**src/mfr_bank_params.svh**
```systemverilog
// Constants of the manufacturer command bank: command codes, reset values, sizes.
// Assumes a bus engine outside that frames transactions into decoded command strobes.
//
// Behaviour
// - Clear-peaks command restarts every peak tracker on all channels.
// - Peak current, voltages and temperatures are tracked and read back as words.
// - Log-store command copies the working fault log into nonvolatile memory.
// - Log-erase command wipes the nonvolatile fault log.
// - Block read of the log command returns the stored fault log bytes.
// - Compare command checks every working setting against its nonvolatile copy.
// - Full-reset command resets the whole block as a power cycle would.
// - Bus address is a right-justified 7-bit value, default 0x4F, nonvolatile.
// - Per-channel rail address byte, all eight bits kept as written, default 0x80.
// - Per-channel restart hold word, default 0xFBE8, sets run-pin low time.
// - Per-channel retry wait word, default 0xFABC, sets wait before retry.
// - Per-channel fault-pin response byte, default 0xC0.
// - Overtemperature response byte reads 0xC0 and refuses writes.
// - Nonvolatile settings are stored by store-all and reloaded on power-up, restore, reset.
// - One shared PWM configuration byte, default 0x14.
// - Per-channel external temperature slope 0x4000 and offset 0x8000, nonvolatile.
// - Per-channel sense element tempco word, default 0x0F3C.
// - Read-only part code word whose lowest nibble varies.
// - Read-only word shows the synchronised state of selected pads.
// - Read-only byte gives the summary family status.
`ifndef MFR_BANK_PARAMS_SVH
`define MFR_BANK_PARAMS_SVH

`define CMD_FAULT_PIN_RESP   8'hD5
`define CMD_OVERTEMP_RESP    8'hD6
`define CMD_IOUT_PEAK        8'hD7
`define CMD_RETRY_WAIT       8'hDB
`define CMD_RESTART_HOLD     8'hDC
`define CMD_VOUT_PEAK        8'hDD
`define CMD_VIN_PEAK         8'hDE
`define CMD_EXT_TEMP_PEAK    8'hDF
`define CMD_CLEAR_PEAKS      8'hE3
`define CMD_PAD_STATE        8'hE5
`define CMD_BUS_ADDRESS      8'hE6
`define CMD_PART_CODE        8'hE7
`define CMD_LOG_STORE        8'hEA
`define CMD_LOG_ERASE        8'hEC
`define CMD_LOG_READ         8'hEE
`define CMD_FAMILY_STATUS    8'hEF
`define CMD_MEM_COMPARE      8'hF0
`define CMD_INT_TEMP_PEAK    8'hF4
`define CMD_PWM_CONFIG       8'hF5
`define CMD_SENSE_TEMPCO     8'hF6
`define CMD_EXT_TEMP_SLOPE   8'hF8
`define CMD_EXT_TEMP_OFFSET  8'hF9
`define CMD_RAIL_ADDRESS     8'hFA
`define CMD_FULL_RESET       8'hFD

`define RST_FAULT_PIN_RESP   8'hC0
`define VAL_OVERTEMP_RESP    8'hC0
`define RST_RETRY_WAIT       16'hFABC
`define RST_RESTART_HOLD     16'hFBE8
`define RST_BUS_ADDRESS      8'h4F
`define RST_RAIL_ADDRESS     8'h80
`define RST_PWM_CONFIG       8'h14
`define RST_SENSE_TEMPCO     16'h0F3C
`define RST_EXT_TEMP_SLOPE   16'h4000
`define RST_EXT_TEMP_OFFSET  16'h8000
`define LOG_ERASED_BYTE      8'hFF
`define ADDR_FIELD_MSB       6

`endif

```
**src/mfr_bank_pkg.sv**
```systemverilog
// Types shared by the manufacturer command bank.
// Assumes two output channels.
package mfr_bank_pkg;

	typedef enum logic [0:0] {
		ST_LOAD = 1'b0,
		ST_RUN  = 1'b1
	} state_t;

	typedef struct packed {
		logic [1:0][7:0]  fault_resp;
		logic [1:0][15:0] retry_wait;
		logic [1:0][15:0] restart_hold;
		logic [7:0]       bus_addr;
		logic [1:0][7:0]  rail_addr;
		logic [7:0]       pwm_cfg;
		logic [1:0][15:0] tempco;
		logic [1:0][15:0] slope;
		logic [1:0][15:0] offset;
	} cfg_t;

endpackage

```
**src/pmbus_mfr_command_bank.sv**
```systemverilog
// Manufacturer command bank: settings, peak trackers, fault log and action commands.
// Assumes a bus engine on clk_sys that hands over one decoded command per strobe.
`include "mfr_bank_params.svh"

module pmbus_mfr_command_bank #(
	parameter int        LOG_BYTES     = 32,
	parameter logic [11:0] PART_CODE_HI = 12'h5A5
) (
	// Clock and reset
	input  wire logic        clk_sys,
	input  wire logic        sys_rst,
	// Decoded command from the bus engine
	input  wire logic        cmd_valid,
	input  wire logic [7:0]  cmd_code,
	input  wire logic        cmd_write,
	input  wire logic        cmd_send,
	input  wire logic [15:0] cmd_wdata,
	input  wire logic        cmd_page,
	input  wire logic        log_next,
	input  wire logic        store_all_req,
	input  wire logic        restore_all_req,
	// Answer to the bus engine
	output logic             cmd_ready,
	output logic             rsp_valid,
	output logic             rsp_err,
	output logic [15:0]      rsp_data,
	// Measurements and device state
	input  wire logic        meas_valid,
	input  wire logic [15:0] meas_iout0,
	input  wire logic [15:0] meas_iout1,
	input  wire logic [15:0] meas_vout0,
	input  wire logic [15:0] meas_vout1,
	input  wire logic [15:0] meas_temp_ext0,
	input  wire logic [15:0] meas_temp_ext1,
	input  wire logic [15:0] meas_vin,
	input  wire logic [15:0] meas_temp_int,
	input  wire logic [15:0] pad_pins,
	input  wire logic [7:0]  status_in,
	input  wire logic [3:0]  part_variant,
	// Working fault log capture
	input  wire logic        log_wr_en,
	input  wire logic [7:0]  log_wr_idx,
	input  wire logic [7:0]  log_wr_data,
	// Settings to the power stage
	output mfr_bank_pkg::cfg_t settings,
	output logic             full_reset_pulse,
	output logic             compare_fail
);

	localparam int PK = 8;

	// ----------------------------------------
	// Parameter check
	// ----------------------------------------

	// The log pointer is eight bits wide, so a longer log could not be walked.
	if (LOG_BYTES < 1 || LOG_BYTES > 255) begin
		$error("LOG_BYTES must lie between 1 and 255.");
	end

	// ----------------------------------------
	// State
	// ----------------------------------------

	// The settings image, the nonvolatile image and both logs live in this one record.
	typedef struct packed {
		mfr_bank_pkg::state_t      st;
		logic                      ready;
		logic                      rsp_valid;
		logic                      rsp_err;
		logic [15:0]               rsp_data;
		logic                      full_reset;
		logic                      cmp_fail;
		mfr_bank_pkg::cfg_t        work;
		mfr_bank_pkg::cfg_t        nvm;
		logic [PK-1:0][15:0]       peak;
		logic [PK-1:0]             peak_ok;
		logic [LOG_BYTES-1:0][7:0] log_work;
		logic [LOG_BYTES-1:0][7:0] log_nvm;
		logic [7:0]                log_ptr;
		logic [15:0]               pad_s1;
		logic [15:0]               pad_s2;
	} bank_t;

	bank_t s;
	bank_t next_s;

	// -----------------------------------------------------------------
	// Helpers
	// -----------------------------------------------------------------

	// Linear-11 words are compared by value, so a change of exponent between samples
	// does not fool the tracker.
	function automatic logic signed [42:0] l11_val(input logic [15:0] w);
		logic signed [42:0] m;
		logic [4:0]         sh;
		m  = 43'(signed'(w[10:0]));
		sh = w[15:11] + 5'h10;
		return m <<< sh;
	endfunction

	function automatic mfr_bank_pkg::cfg_t cfg_default();
		mfr_bank_pkg::cfg_t c;
		c.fault_resp   = {2{`RST_FAULT_PIN_RESP}};
		c.retry_wait   = {2{`RST_RETRY_WAIT}};
		c.restart_hold = {2{`RST_RESTART_HOLD}};
		c.bus_addr     = `RST_BUS_ADDRESS;
		c.rail_addr    = {2{`RST_RAIL_ADDRESS}};
		c.pwm_cfg      = `RST_PWM_CONFIG;
		c.tempco       = {2{`RST_SENSE_TEMPCO}};
		c.slope        = {2{`RST_EXT_TEMP_SLOPE}};
		c.offset       = {2{`RST_EXT_TEMP_OFFSET}};
		return c;
	endfunction

	// ----------------------------------------
	// Measurement slots
	// ----------------------------------------

	// Peak slots: 0-1 current, 2-3 output voltage, 4-5 external temp, 6 input V, 7 int temp.
	logic [PK-1:0][15:0] sample;
	assign sample = {meas_temp_int, meas_vin, meas_temp_ext1, meas_temp_ext0,
		meas_vout1, meas_vout0, meas_iout1, meas_iout0};

	// -----------------------------------------------------------------
	// Next state
	// -----------------------------------------------------------------

	always_comb begin
		logic       hit;
		logic       wr;
		logic       rd;
		logic       act;
		logic       pg;
		logic       larger;

		// ----------------------------------------
		// Defaults and strobes
		// ----------------------------------------
		next_s            = s;
		hit               = 1'b1;
		wr                = cmd_valid && s.ready && cmd_write && !cmd_send;
		rd                = cmd_valid && s.ready && !cmd_write && !cmd_send;
		act               = cmd_valid && s.ready && cmd_send;
		pg                = cmd_page;
		larger            = 1'b0;
		next_s.rsp_valid  = 1'b0;
		next_s.rsp_err    = 1'b0;
		next_s.full_reset = 1'b0;
		next_s.pad_s1     = pad_pins;
		next_s.pad_s2     = s.pad_s1;

		// ----------------------------------------
		// Peak trackers
		// ----------------------------------------
		// Output voltage is unsigned, so its slots compare raw bits instead of values.
		// track peak values
		for (int i = 0; i < PK; i++) begin
			if (i == 2 || i == 3) begin
				larger = sample[i] > s.peak[i];
			end else begin
				larger = l11_val(sample[i]) > l11_val(s.peak[i]);
			end
			if (meas_valid && (!s.peak_ok[i] || larger)) begin
				next_s.peak[i]    = sample[i];
				next_s.peak_ok[i] = 1'b1;
			end
		end

		// ----------------------------------------
		// Fault log capture
		// ----------------------------------------
		// Indices beyond the log are dropped rather than wrapped onto early entries.
		if (log_wr_en && log_wr_idx < 8'(LOG_BYTES)) begin
			next_s.log_work[log_wr_idx] = log_wr_data;
		end

		// ----------------------------------------
		// Settings image
		// ----------------------------------------
		// store all settings
		if (store_all_req && s.ready) begin
			next_s.nvm = s.work;
		end

		// ----------------------------------------
		// Command service
		// ----------------------------------------
		// A log byte request wins over a command in the same cycle; the bus engine
		// raises only one of them while a block read is under way.
		case (s.st)
			mfr_bank_pkg::ST_LOAD: begin
				next_s.work  = s.nvm;
				next_s.ready = 1'b1;
				next_s.st    = mfr_bank_pkg::ST_RUN;
			end
			mfr_bank_pkg::ST_RUN: begin
				if (restore_all_req && s.ready) begin
					next_s.ready = 1'b0;
					next_s.st    = mfr_bank_pkg::ST_LOAD;
				end
				if (log_next && s.ready) begin
					// stream stored log
					// The last byte is flagged, then repeated, so an over-long read stays harmless.
					next_s.rsp_valid = 1'b1;
					next_s.rsp_data  = 16'(s.log_nvm[s.log_ptr]);
					next_s.rsp_err   = s.log_ptr >= 8'(LOG_BYTES - 1);
					if (s.log_ptr < 8'(LOG_BYTES - 1)) begin
						next_s.log_ptr = s.log_ptr + 8'h01;
					end
				end else if (act) begin
					next_s.rsp_valid = 1'b1;
					next_s.rsp_data  = 16'h0000;
					if (cmd_code == `CMD_CLEAR_PEAKS) begin
						// restart peak tracking
						// Values are zeroed too, so a read before the next sample returns 0.
						next_s.peak    = '0;
						next_s.peak_ok = '0;
						for (int i = 0; i < PK; i++) begin
							if (meas_valid) begin
								next_s.peak[i]    = sample[i];
								next_s.peak_ok[i] = 1'b1;
							end
						end
					end else if (cmd_code == `CMD_LOG_STORE) begin
						next_s.log_nvm = s.log_work;
					end else if (cmd_code == `CMD_LOG_ERASE) begin
						next_s.log_nvm = {LOG_BYTES{`LOG_ERASED_BYTE}};
					end else if (cmd_code == `CMD_MEM_COMPARE) begin
						// compare working and stored
						// Only the settings image takes part; the fault log is not compared.
						next_s.cmp_fail = s.work != s.nvm;
					end else if (cmd_code == `CMD_FULL_RESET) begin
						next_s.full_reset = 1'b1;
						next_s.peak       = '0;
						next_s.peak_ok    = '0;
						next_s.log_work   = {LOG_BYTES{`LOG_ERASED_BYTE}};
						next_s.log_ptr    = 8'h00;
						next_s.cmp_fail   = 1'b0;
						next_s.ready      = 1'b0;
						next_s.st         = mfr_bank_pkg::ST_LOAD;
					end else begin
						next_s.rsp_err = 1'b1;
					end
				end else if (wr) begin
					next_s.rsp_valid = 1'b1;
					next_s.rsp_data  = 16'h0000;
					if (cmd_code == `CMD_FAULT_PIN_RESP) begin
						next_s.work.fault_resp[pg] = cmd_wdata[7:0];
					end else if (cmd_code == `CMD_RETRY_WAIT) begin
						next_s.work.retry_wait[pg] = cmd_wdata;
					end else if (cmd_code == `CMD_RESTART_HOLD) begin
						next_s.work.restart_hold[pg] = cmd_wdata;
					end else if (cmd_code == `CMD_BUS_ADDRESS) begin
						next_s.work.bus_addr = {1'b0, cmd_wdata[`ADDR_FIELD_MSB:0]};
					end else if (cmd_code == `CMD_RAIL_ADDRESS) begin
						// rail address keeps its top bit as written
						next_s.work.rail_addr[pg] = cmd_wdata[7:0];
					end else if (cmd_code == `CMD_PWM_CONFIG) begin
						next_s.work.pwm_cfg = cmd_wdata[7:0];
					end else if (cmd_code == `CMD_SENSE_TEMPCO) begin
						next_s.work.tempco[pg] = cmd_wdata;
					end else if (cmd_code == `CMD_EXT_TEMP_SLOPE) begin
						next_s.work.slope[pg] = cmd_wdata;
					end else if (cmd_code == `CMD_EXT_TEMP_OFFSET) begin
						next_s.work.offset[pg] = cmd_wdata;
					end else begin
						next_s.rsp_err = 1'b1;
					end
				end else if (rd) begin
					next_s.rsp_valid = 1'b1;
					next_s.rsp_data  = 16'h0000;
					if (cmd_code == `CMD_FAULT_PIN_RESP) begin
						next_s.rsp_data = 16'(s.work.fault_resp[pg]);
					end else if (cmd_code == `CMD_OVERTEMP_RESP) begin
						next_s.rsp_data = 16'(`VAL_OVERTEMP_RESP);
					end else if (cmd_code == `CMD_IOUT_PEAK) begin
						next_s.rsp_data = s.peak[pg ? 1 : 0];
					end else if (cmd_code == `CMD_RETRY_WAIT) begin
						next_s.rsp_data = s.work.retry_wait[pg];
					end else if (cmd_code == `CMD_RESTART_HOLD) begin
						next_s.rsp_data = s.work.restart_hold[pg];
					end else if (cmd_code == `CMD_VOUT_PEAK) begin
						next_s.rsp_data = s.peak[pg ? 3 : 2];
					end else if (cmd_code == `CMD_VIN_PEAK) begin
						next_s.rsp_data = s.peak[6];
					end else if (cmd_code == `CMD_EXT_TEMP_PEAK) begin
						next_s.rsp_data = s.peak[pg ? 5 : 4];
					end else if (cmd_code == `CMD_PAD_STATE) begin
						next_s.rsp_data = s.pad_s2;
					end else if (cmd_code == `CMD_BUS_ADDRESS) begin
						next_s.rsp_data = 16'(s.work.bus_addr);
					end else if (cmd_code == `CMD_PART_CODE) begin
						next_s.rsp_data = {PART_CODE_HI, part_variant};
					end else if (cmd_code == `CMD_LOG_READ) begin
						next_s.rsp_data = 16'(LOG_BYTES);
						next_s.log_ptr  = 8'h00;
					end else if (cmd_code == `CMD_FAMILY_STATUS) begin
						next_s.rsp_data = 16'(status_in);
					end else if (cmd_code == `CMD_INT_TEMP_PEAK) begin
						next_s.rsp_data = s.peak[7];
					end else if (cmd_code == `CMD_PWM_CONFIG) begin
						next_s.rsp_data = 16'(s.work.pwm_cfg);
					end else if (cmd_code == `CMD_SENSE_TEMPCO) begin
						next_s.rsp_data = s.work.tempco[pg];
					end else if (cmd_code == `CMD_EXT_TEMP_SLOPE) begin
						next_s.rsp_data = s.work.slope[pg];
					end else if (cmd_code == `CMD_EXT_TEMP_OFFSET) begin
						next_s.rsp_data = s.work.offset[pg];
					end else if (cmd_code == `CMD_RAIL_ADDRESS) begin
						next_s.rsp_data = 16'(s.work.rail_addr[pg]);
					end else begin
						// Unknown codes answer with an error flag and zero data.
						hit = 1'b0;
					end
					next_s.rsp_err = !hit;
				end
			end
			default: begin
				next_s.st = mfr_bank_pkg::ST_LOAD;
			end
		endcase
	end

	// -----------------------------------------------------------------
	// State register
	// -----------------------------------------------------------------

	// The nonvolatile image takes its defaults at reset; a real array would keep its
	// contents, which this flop model cannot do under an asynchronous reset.
	always_ff @(posedge clk_sys or posedge sys_rst) begin
		if (sys_rst) begin
			s          <= '0;
			s.st       <= mfr_bank_pkg::ST_LOAD;
			s.work     <= cfg_default();
			s.nvm      <= cfg_default();
			s.log_work <= {LOG_BYTES{`LOG_ERASED_BYTE}};
			s.log_nvm  <= {LOG_BYTES{`LOG_ERASED_BYTE}};
		end else begin
			s <= next_s;
		end
	end

	// ----------------------------------------
	// Outputs
	// ----------------------------------------

	// Every output is a field of the state register, so none passes through logic.
	assign cmd_ready        = s.ready;
	assign rsp_valid        = s.rsp_valid;
	assign rsp_err          = s.rsp_err;
	assign rsp_data         = s.rsp_data;
	assign settings         = s.work;
	assign full_reset_pulse = s.full_reset;
	assign compare_fail     = s.cmp_fail;

endmodule

```
**config.mk**
```make
export PLATFORM = sky130hd
export DESIGN_NAME = pmbus_mfr_command_bank
export DESIGN_NICKNAME = d
export VERILOG_FILES = /design/src/mfr_bank_pkg.sv /design/src/pmbus_mfr_command_bank.sv
export VERILOG_INCLUDE_DIRS = /design/src
export SDC_FILE = /design/constraint.sdc
export NUM_CORES = 2
export LEC_CHECK = 0
export BUFFER_PORTS_ARGS = -buffer_cell sky130_fd_sc_hd__clkbuf_2
export CAP_MARGIN = 20
export CORE_ASPECT_RATIO = 1.2
export CORE_MARGIN = 3
export CORE_UTILIZATION = 55
export CTS_BUF_LIST = sky130_fd_sc_hd__clkbuf_8 sky130_fd_sc_hd__clkbuf_16
export DETAILED_ROUTE_END_ITERATION = 8
export PLACE_DENSITY = 0.75
export SYNTH_ARGS = -nofsm -noshare
export SYNTH_HDL_FRONTEND = slang
export SYNTH_SLANG_ARGS = --single-unit
```
**constraint.sdc**
```tcl
create_clock -name clk_sys -period 42.4 [get_ports clk_sys]
set_input_delay 6.36 -clock clk_sys [delete_from_list [all_inputs] [get_ports clk_sys]]
set_output_delay 6.36 -clock clk_sys [all_outputs]
set_load 0.05 [all_outputs]
```
# --- Yosys cells after proc, flatten, opt, wreduce, memory -nomap -nowiden ---
# Index checks and enable logic that the tools add are counted.
# W data, S select, Z words.
word_totals:
  ff_bits: 1126
  in_bits: 207
  out_inout_bits: 229
  wordCells: 483
classes:
  add_sub_neg: 13
  n_lt_le_gt_ge: 19
  eq_ne: 63
  n_shift: 12
  n_mux: 199
  bitwise: 5
  n_reduce_logical: 57
ops:
  columns: ["op", "n"]
  rows:
  - ["$mux W392", 4]
  - ["$mux W648", 2]
  - ["$mux W16", 53]
  - ["$mux W256", 3]
  - ["$mux W656", 1]
  - ["$mux W520", 1]
  - ["$sshl A11 B5 Y43", 12]
  - ["$mux W208", 2]
  - ["$pmux W208 S2", 1]
  - ["$gt A43 B43 Y1", 6]
  - ["$bwmux W256", 1]
  - ["$mux W8", 31]
  - ["$mux W210", 1]
  - ["$ne A208 B208 Y1", 1]
  - ["$eq A8 B8 Y1 const B", 24]
  - ["$mux W192", 1]
  - ["$mux W32", 6]
  - ["$bwmux W32", 5]
  - ["$mux W160", 1]
  - ["$bmux W16 S3", 3]
  - ["$mux W136", 1]
  - ["$mux W128", 1]
  - ["$mux W120", 1]
  - ["$mux W104", 1]
  - ["other kinds (46)", 205]

# --- Logic depth before layout (Yosys ltp) ---
logic_depth:
  word_depth: 31
  mapped_depth: 20
  mapped_depth_nobuf: 17

# --- Worst setup path before layout ---
# OpenSTA, ideal clock, no wires.
synth_timing:
  path_type: "input -> register"
  start: "in meas_iout1[11]"
  end: "reg s[582] in the netlist's numbering"
  setup_time_ns: 0.079
  t_arrival_ns: 10.492
  required_time_ns: 42.321
  path_slack_ns: 31.829
  stages: 17
  n_path_buf: 3
  path_cell_list: "clkbuf_1 -> clkbuf_1 -> mux2i_1 -> mux2i_1 -> mux2i_1 -> o21a_1 -> o22ai_1 -> ha_1 -> a2111oi_0 -> o21ai_0 -> a31o_2 -> a21oi_1 -> o311ai_0 -> o32ai_1 -> mux2i_1 -> buf_2 -> mux2i_1"
synth_rtl:
  columns: ["element", "line", "text"]
  rows:
  - ["start: declaration", "pmbus_mfr_command_bank.sv:30", "input wire logic [15:0] meas_iout1,"]
  - ["end signal: assignment", "pmbus_mfr_command_bank.sv:340", "s <= next_s;"]
  - ["end: declaration", "pmbus_mfr_command_bank.sv:85", "bank_t s;"]

==> flow_summary.json <==
{
  "status": "finished, final reports clean",
  "setup_tns_ps": 0,
  "yosys_warnings": 0,
  "p_leak_nw": 33.2,
  "antenna_found_initial": 40,
  "grt_max_degree": 195,
  "maxCapViolations": 0,
  "clk_pin_slew_worst_paths_ps": 60,
  "numCtsBuffers": 114,
  "slew_headroom_pct": 22.0,
  "pin_count": 436,
  "synthDistinctLibCells": 84,
  "synth.avg_cell_area_um2": 9.33,
  "gp_congestion": 1.05,
  "drt_iter0_drc": 7801,
  "start_kind": "input pin",
  "drc": 0,
  "hold_violations": 0,
  "overflow": 0,
  "avgRoutedWirePerCell_um": 28.1,
  "worst_slack_ps": 32370,
  "power.density_mw_per_mm2": 69.4,
  "drv_slew": 0,
  "grt_use_total_pct": 38.2,
  "fin_area_mm2": 0.0762,
  "skew_ps": 111,
  "fillers": 10831,
  "async_reset_ff_share_pct": 100,
  "first_pass_iters": 8,
  "path_max_fanout": 16,
  "setup_violations": 0,
  "area_growth_syn_to_layout_pct": 7.97,
  "die_area_mm2": 0.133,
  "cts.path.max_buffers": 3,
  "ir_drop_mv": 0.0413,
  "cp.required_ps": 43060,
  "cts_setup_buffers": 0,
  "worst_setup_path_end_kind": "register",
  "syn_inst": 7565,
  "ant_nets": 0,
  "finalCriticalPeriod_ps": 10030,
  "ys.flop_type": "dfstp_2",
  "fin_crit_sh_pct": 23.6,
  "final_cell_mix": "1,214 x nand2_1, 666 x dfstp_2, 486 x o21ai_0, 458 x dfrtp_1, 454 x a21oi_1",
  "arrival_ps": 10690,
  "ys_ff_latch": 1126,
  "h-tree-depth": 3,
  "nets": 7964,
  "num_rows": 143,
  "worstSetupPathType": "input pin to register",
  "mostFrequentLayoutCell": "nand2_1",
  "fmax_ghz": 0.0997,
  "cts_tree": "done",
  "grt_pass1_wl_um": 382000,
  "post-route-util_pct": 60.0,
  "dp.final_hpwl_um": 191000,
  "wirelength_um": 261000,
  "cts_resized": 0,
  "rsz0062_at_grt": "no",
  "synth_nets": 8057,
  "via_per_inst": 6.60,
  "cts_sinks": 1126,
  "clk_latency_ps": 790,
  "place_ws_ps": 31510,
  "syn-cell-area_mm2": 0.0706,
  "hold_buffers": 0,
  "die_w_um": 333,
  "drive_gt1_share_pct": 24.4,
  "clockRootBuffer": "clkbuf_16",
  "vias": 61120,
  "core-area_mm2": 0.127,
  "die_h_um": 398,
  "hold_class": "register to register",
  "seq_area_frac_synth_pct": 41.1,
  "grt_pass1_vias": 57704,
  "place_area_mm2": 0.0719,
  "tightest_slew_ps": 1140,
  "start_util_pct": 55.6,
  "port-buffer-count": 435,
  "synth_edf_count": 0
}
==> final cells by class <==
class / instances / area [um2] / share of cell area (%)
clock inverters: 74 / 878 / 1.15
clock buffers: 142 / 3270 / 4.29
multi-input cells: 5591 / 37500 / 49.3
well taps: 1667 / 2090 / 2.74
flip-flops and latches: 1126 / 29000 / 38.1
inverters: 123 / 474 / 0.622
repair buffers: 516 / 2880 / 3.77
diodes: 27 / 67.6 / 0.0887
==> metrics by stage <==
stage	hold slack (ps)	power, mW	std cells
4_1_cts	352	5.21	9232
2_1_floorplan	331	3.39	7565
6_report	354	5.29	9266
3_3_place_gp	334	4.06	9012
5_1_grt	360	5.53	9254
3_5_place_dp	337	4.10	9016
==> flip-flops by register name, indices dropped and copies added (netlist names) <==
| signal | count |
|---|---|
| rsp_err | 1 |
| full_reset_pulse | 1 |
| cmd_ready | 1 |
| compare_fail | 1 |
| rsp_valid | 1 |
| settings | 208 |
| rsp_data | 16 |
| next_s | 16 |
| s | 881 |
==> kinds of logic (layout without fill, tap and decap cells) <==
family | Yosys count | after routing | synth area share (%)
other cells | 0 | 27 | 0
xor+xnor | 200 | 200 | 2.48
compound gates | 1980 | 1980 | 18.5
buf+inv | 848 | 855 | 5.86
fa+ha+maj | 285 | 285 | 5.05
simple gates | 2445 | 2445 | 15.2
flops | 1126 | 1126 | 41.1
mux | 681 | 681 | 11.7
==> where the power goes <==
part           internal (mW)  switching (mW)
sequential              1.36           0.402
combinational          0.855            1.56
clock                  0.640           0.461
total                   2.86            2.43
==> synthesized netlist by cell type (44+ instances only) <==
| cell type | count | area [um2] |
|---|---|---|
| a22o_1 | 92 | 806 |
| clkbuf_1 | 418 | 1570 |
| nand4_1 | 93 | 582 |
| nand3_1 | 327 | 1640 |
| mux4_2 | 91 | 2050 |
| dfstp_2 | 666 | 17500 |
| buf_4 | 227 | 1700 |
| mux2_2 | 267 | 3010 |
| ha_1 | 285 | 3570 |
| xnor2_1 | 84 | 736 |
| nor3_1 | 74 | 370 |
| nand2b_1 | 44 | 275 |
| nor2_1 | 423 | 1590 |
| nor2b_1 | 50 | 313 |
| o22ai_1 | 68 | 425 |
| o21a_1 | 50 | 375 |
| inv_1 | 99 | 372 |
| xor2_1 | 116 | 1020 |
| nor4_1 | 54 | 338 |
| a21o_1 | 62 | 465 |
| nand2_1 | 1216 | 4560 |
| a21oi_1 | 454 | 2270 |
| mux2i_1 | 323 | 3230 |
| a22oi_1 | 95 | 713 |
| dfrtp_1 | 460 | 11500 |
| o21ai_0 | 487 | 2440 |
| and2_1 | 76 | 475 |
| o22a_1 | 256 | 2240 |
==> layer usage <==
metal	global-route usage (%)	vias to the layer above	routed length, um
met4	21.0	22	16800
met1	48.8	30040	99200
met5	0	-	156
met3	10.8	729	29000
li1	-	26961	-
met2	58.6	3368	116000
==> worst paths after layout <==
kind,end,from,cells after the start,slack [ps]
worst max-delay path,s[628],meas_temp_ext0[11],13,32370
worst min-delay path,s[13],next_s[13],0,350
worst max register to register,s[651],s[651],15,37280
worst min register to register,s[13],next_s[13],0,350
max in group asynchronous,s[567],sys_rst,6,32380
min in group asynchronous,s[313],sys_rst,2,6250
==> critical path, stage by stage <==
cell      delay (ps)
clkbuf_2         320
mux4_2           590
mux2_2           290
o21ai_0          320
o21ai_0          150
ha_1             340
nand4_1          160
nor4_1           440
nand3_1          170
o22ai_1          260
o211ai_1         170
o311ai_2         870
a22o_1           250
Note: power is estimated with default switching activity, not from simulation.
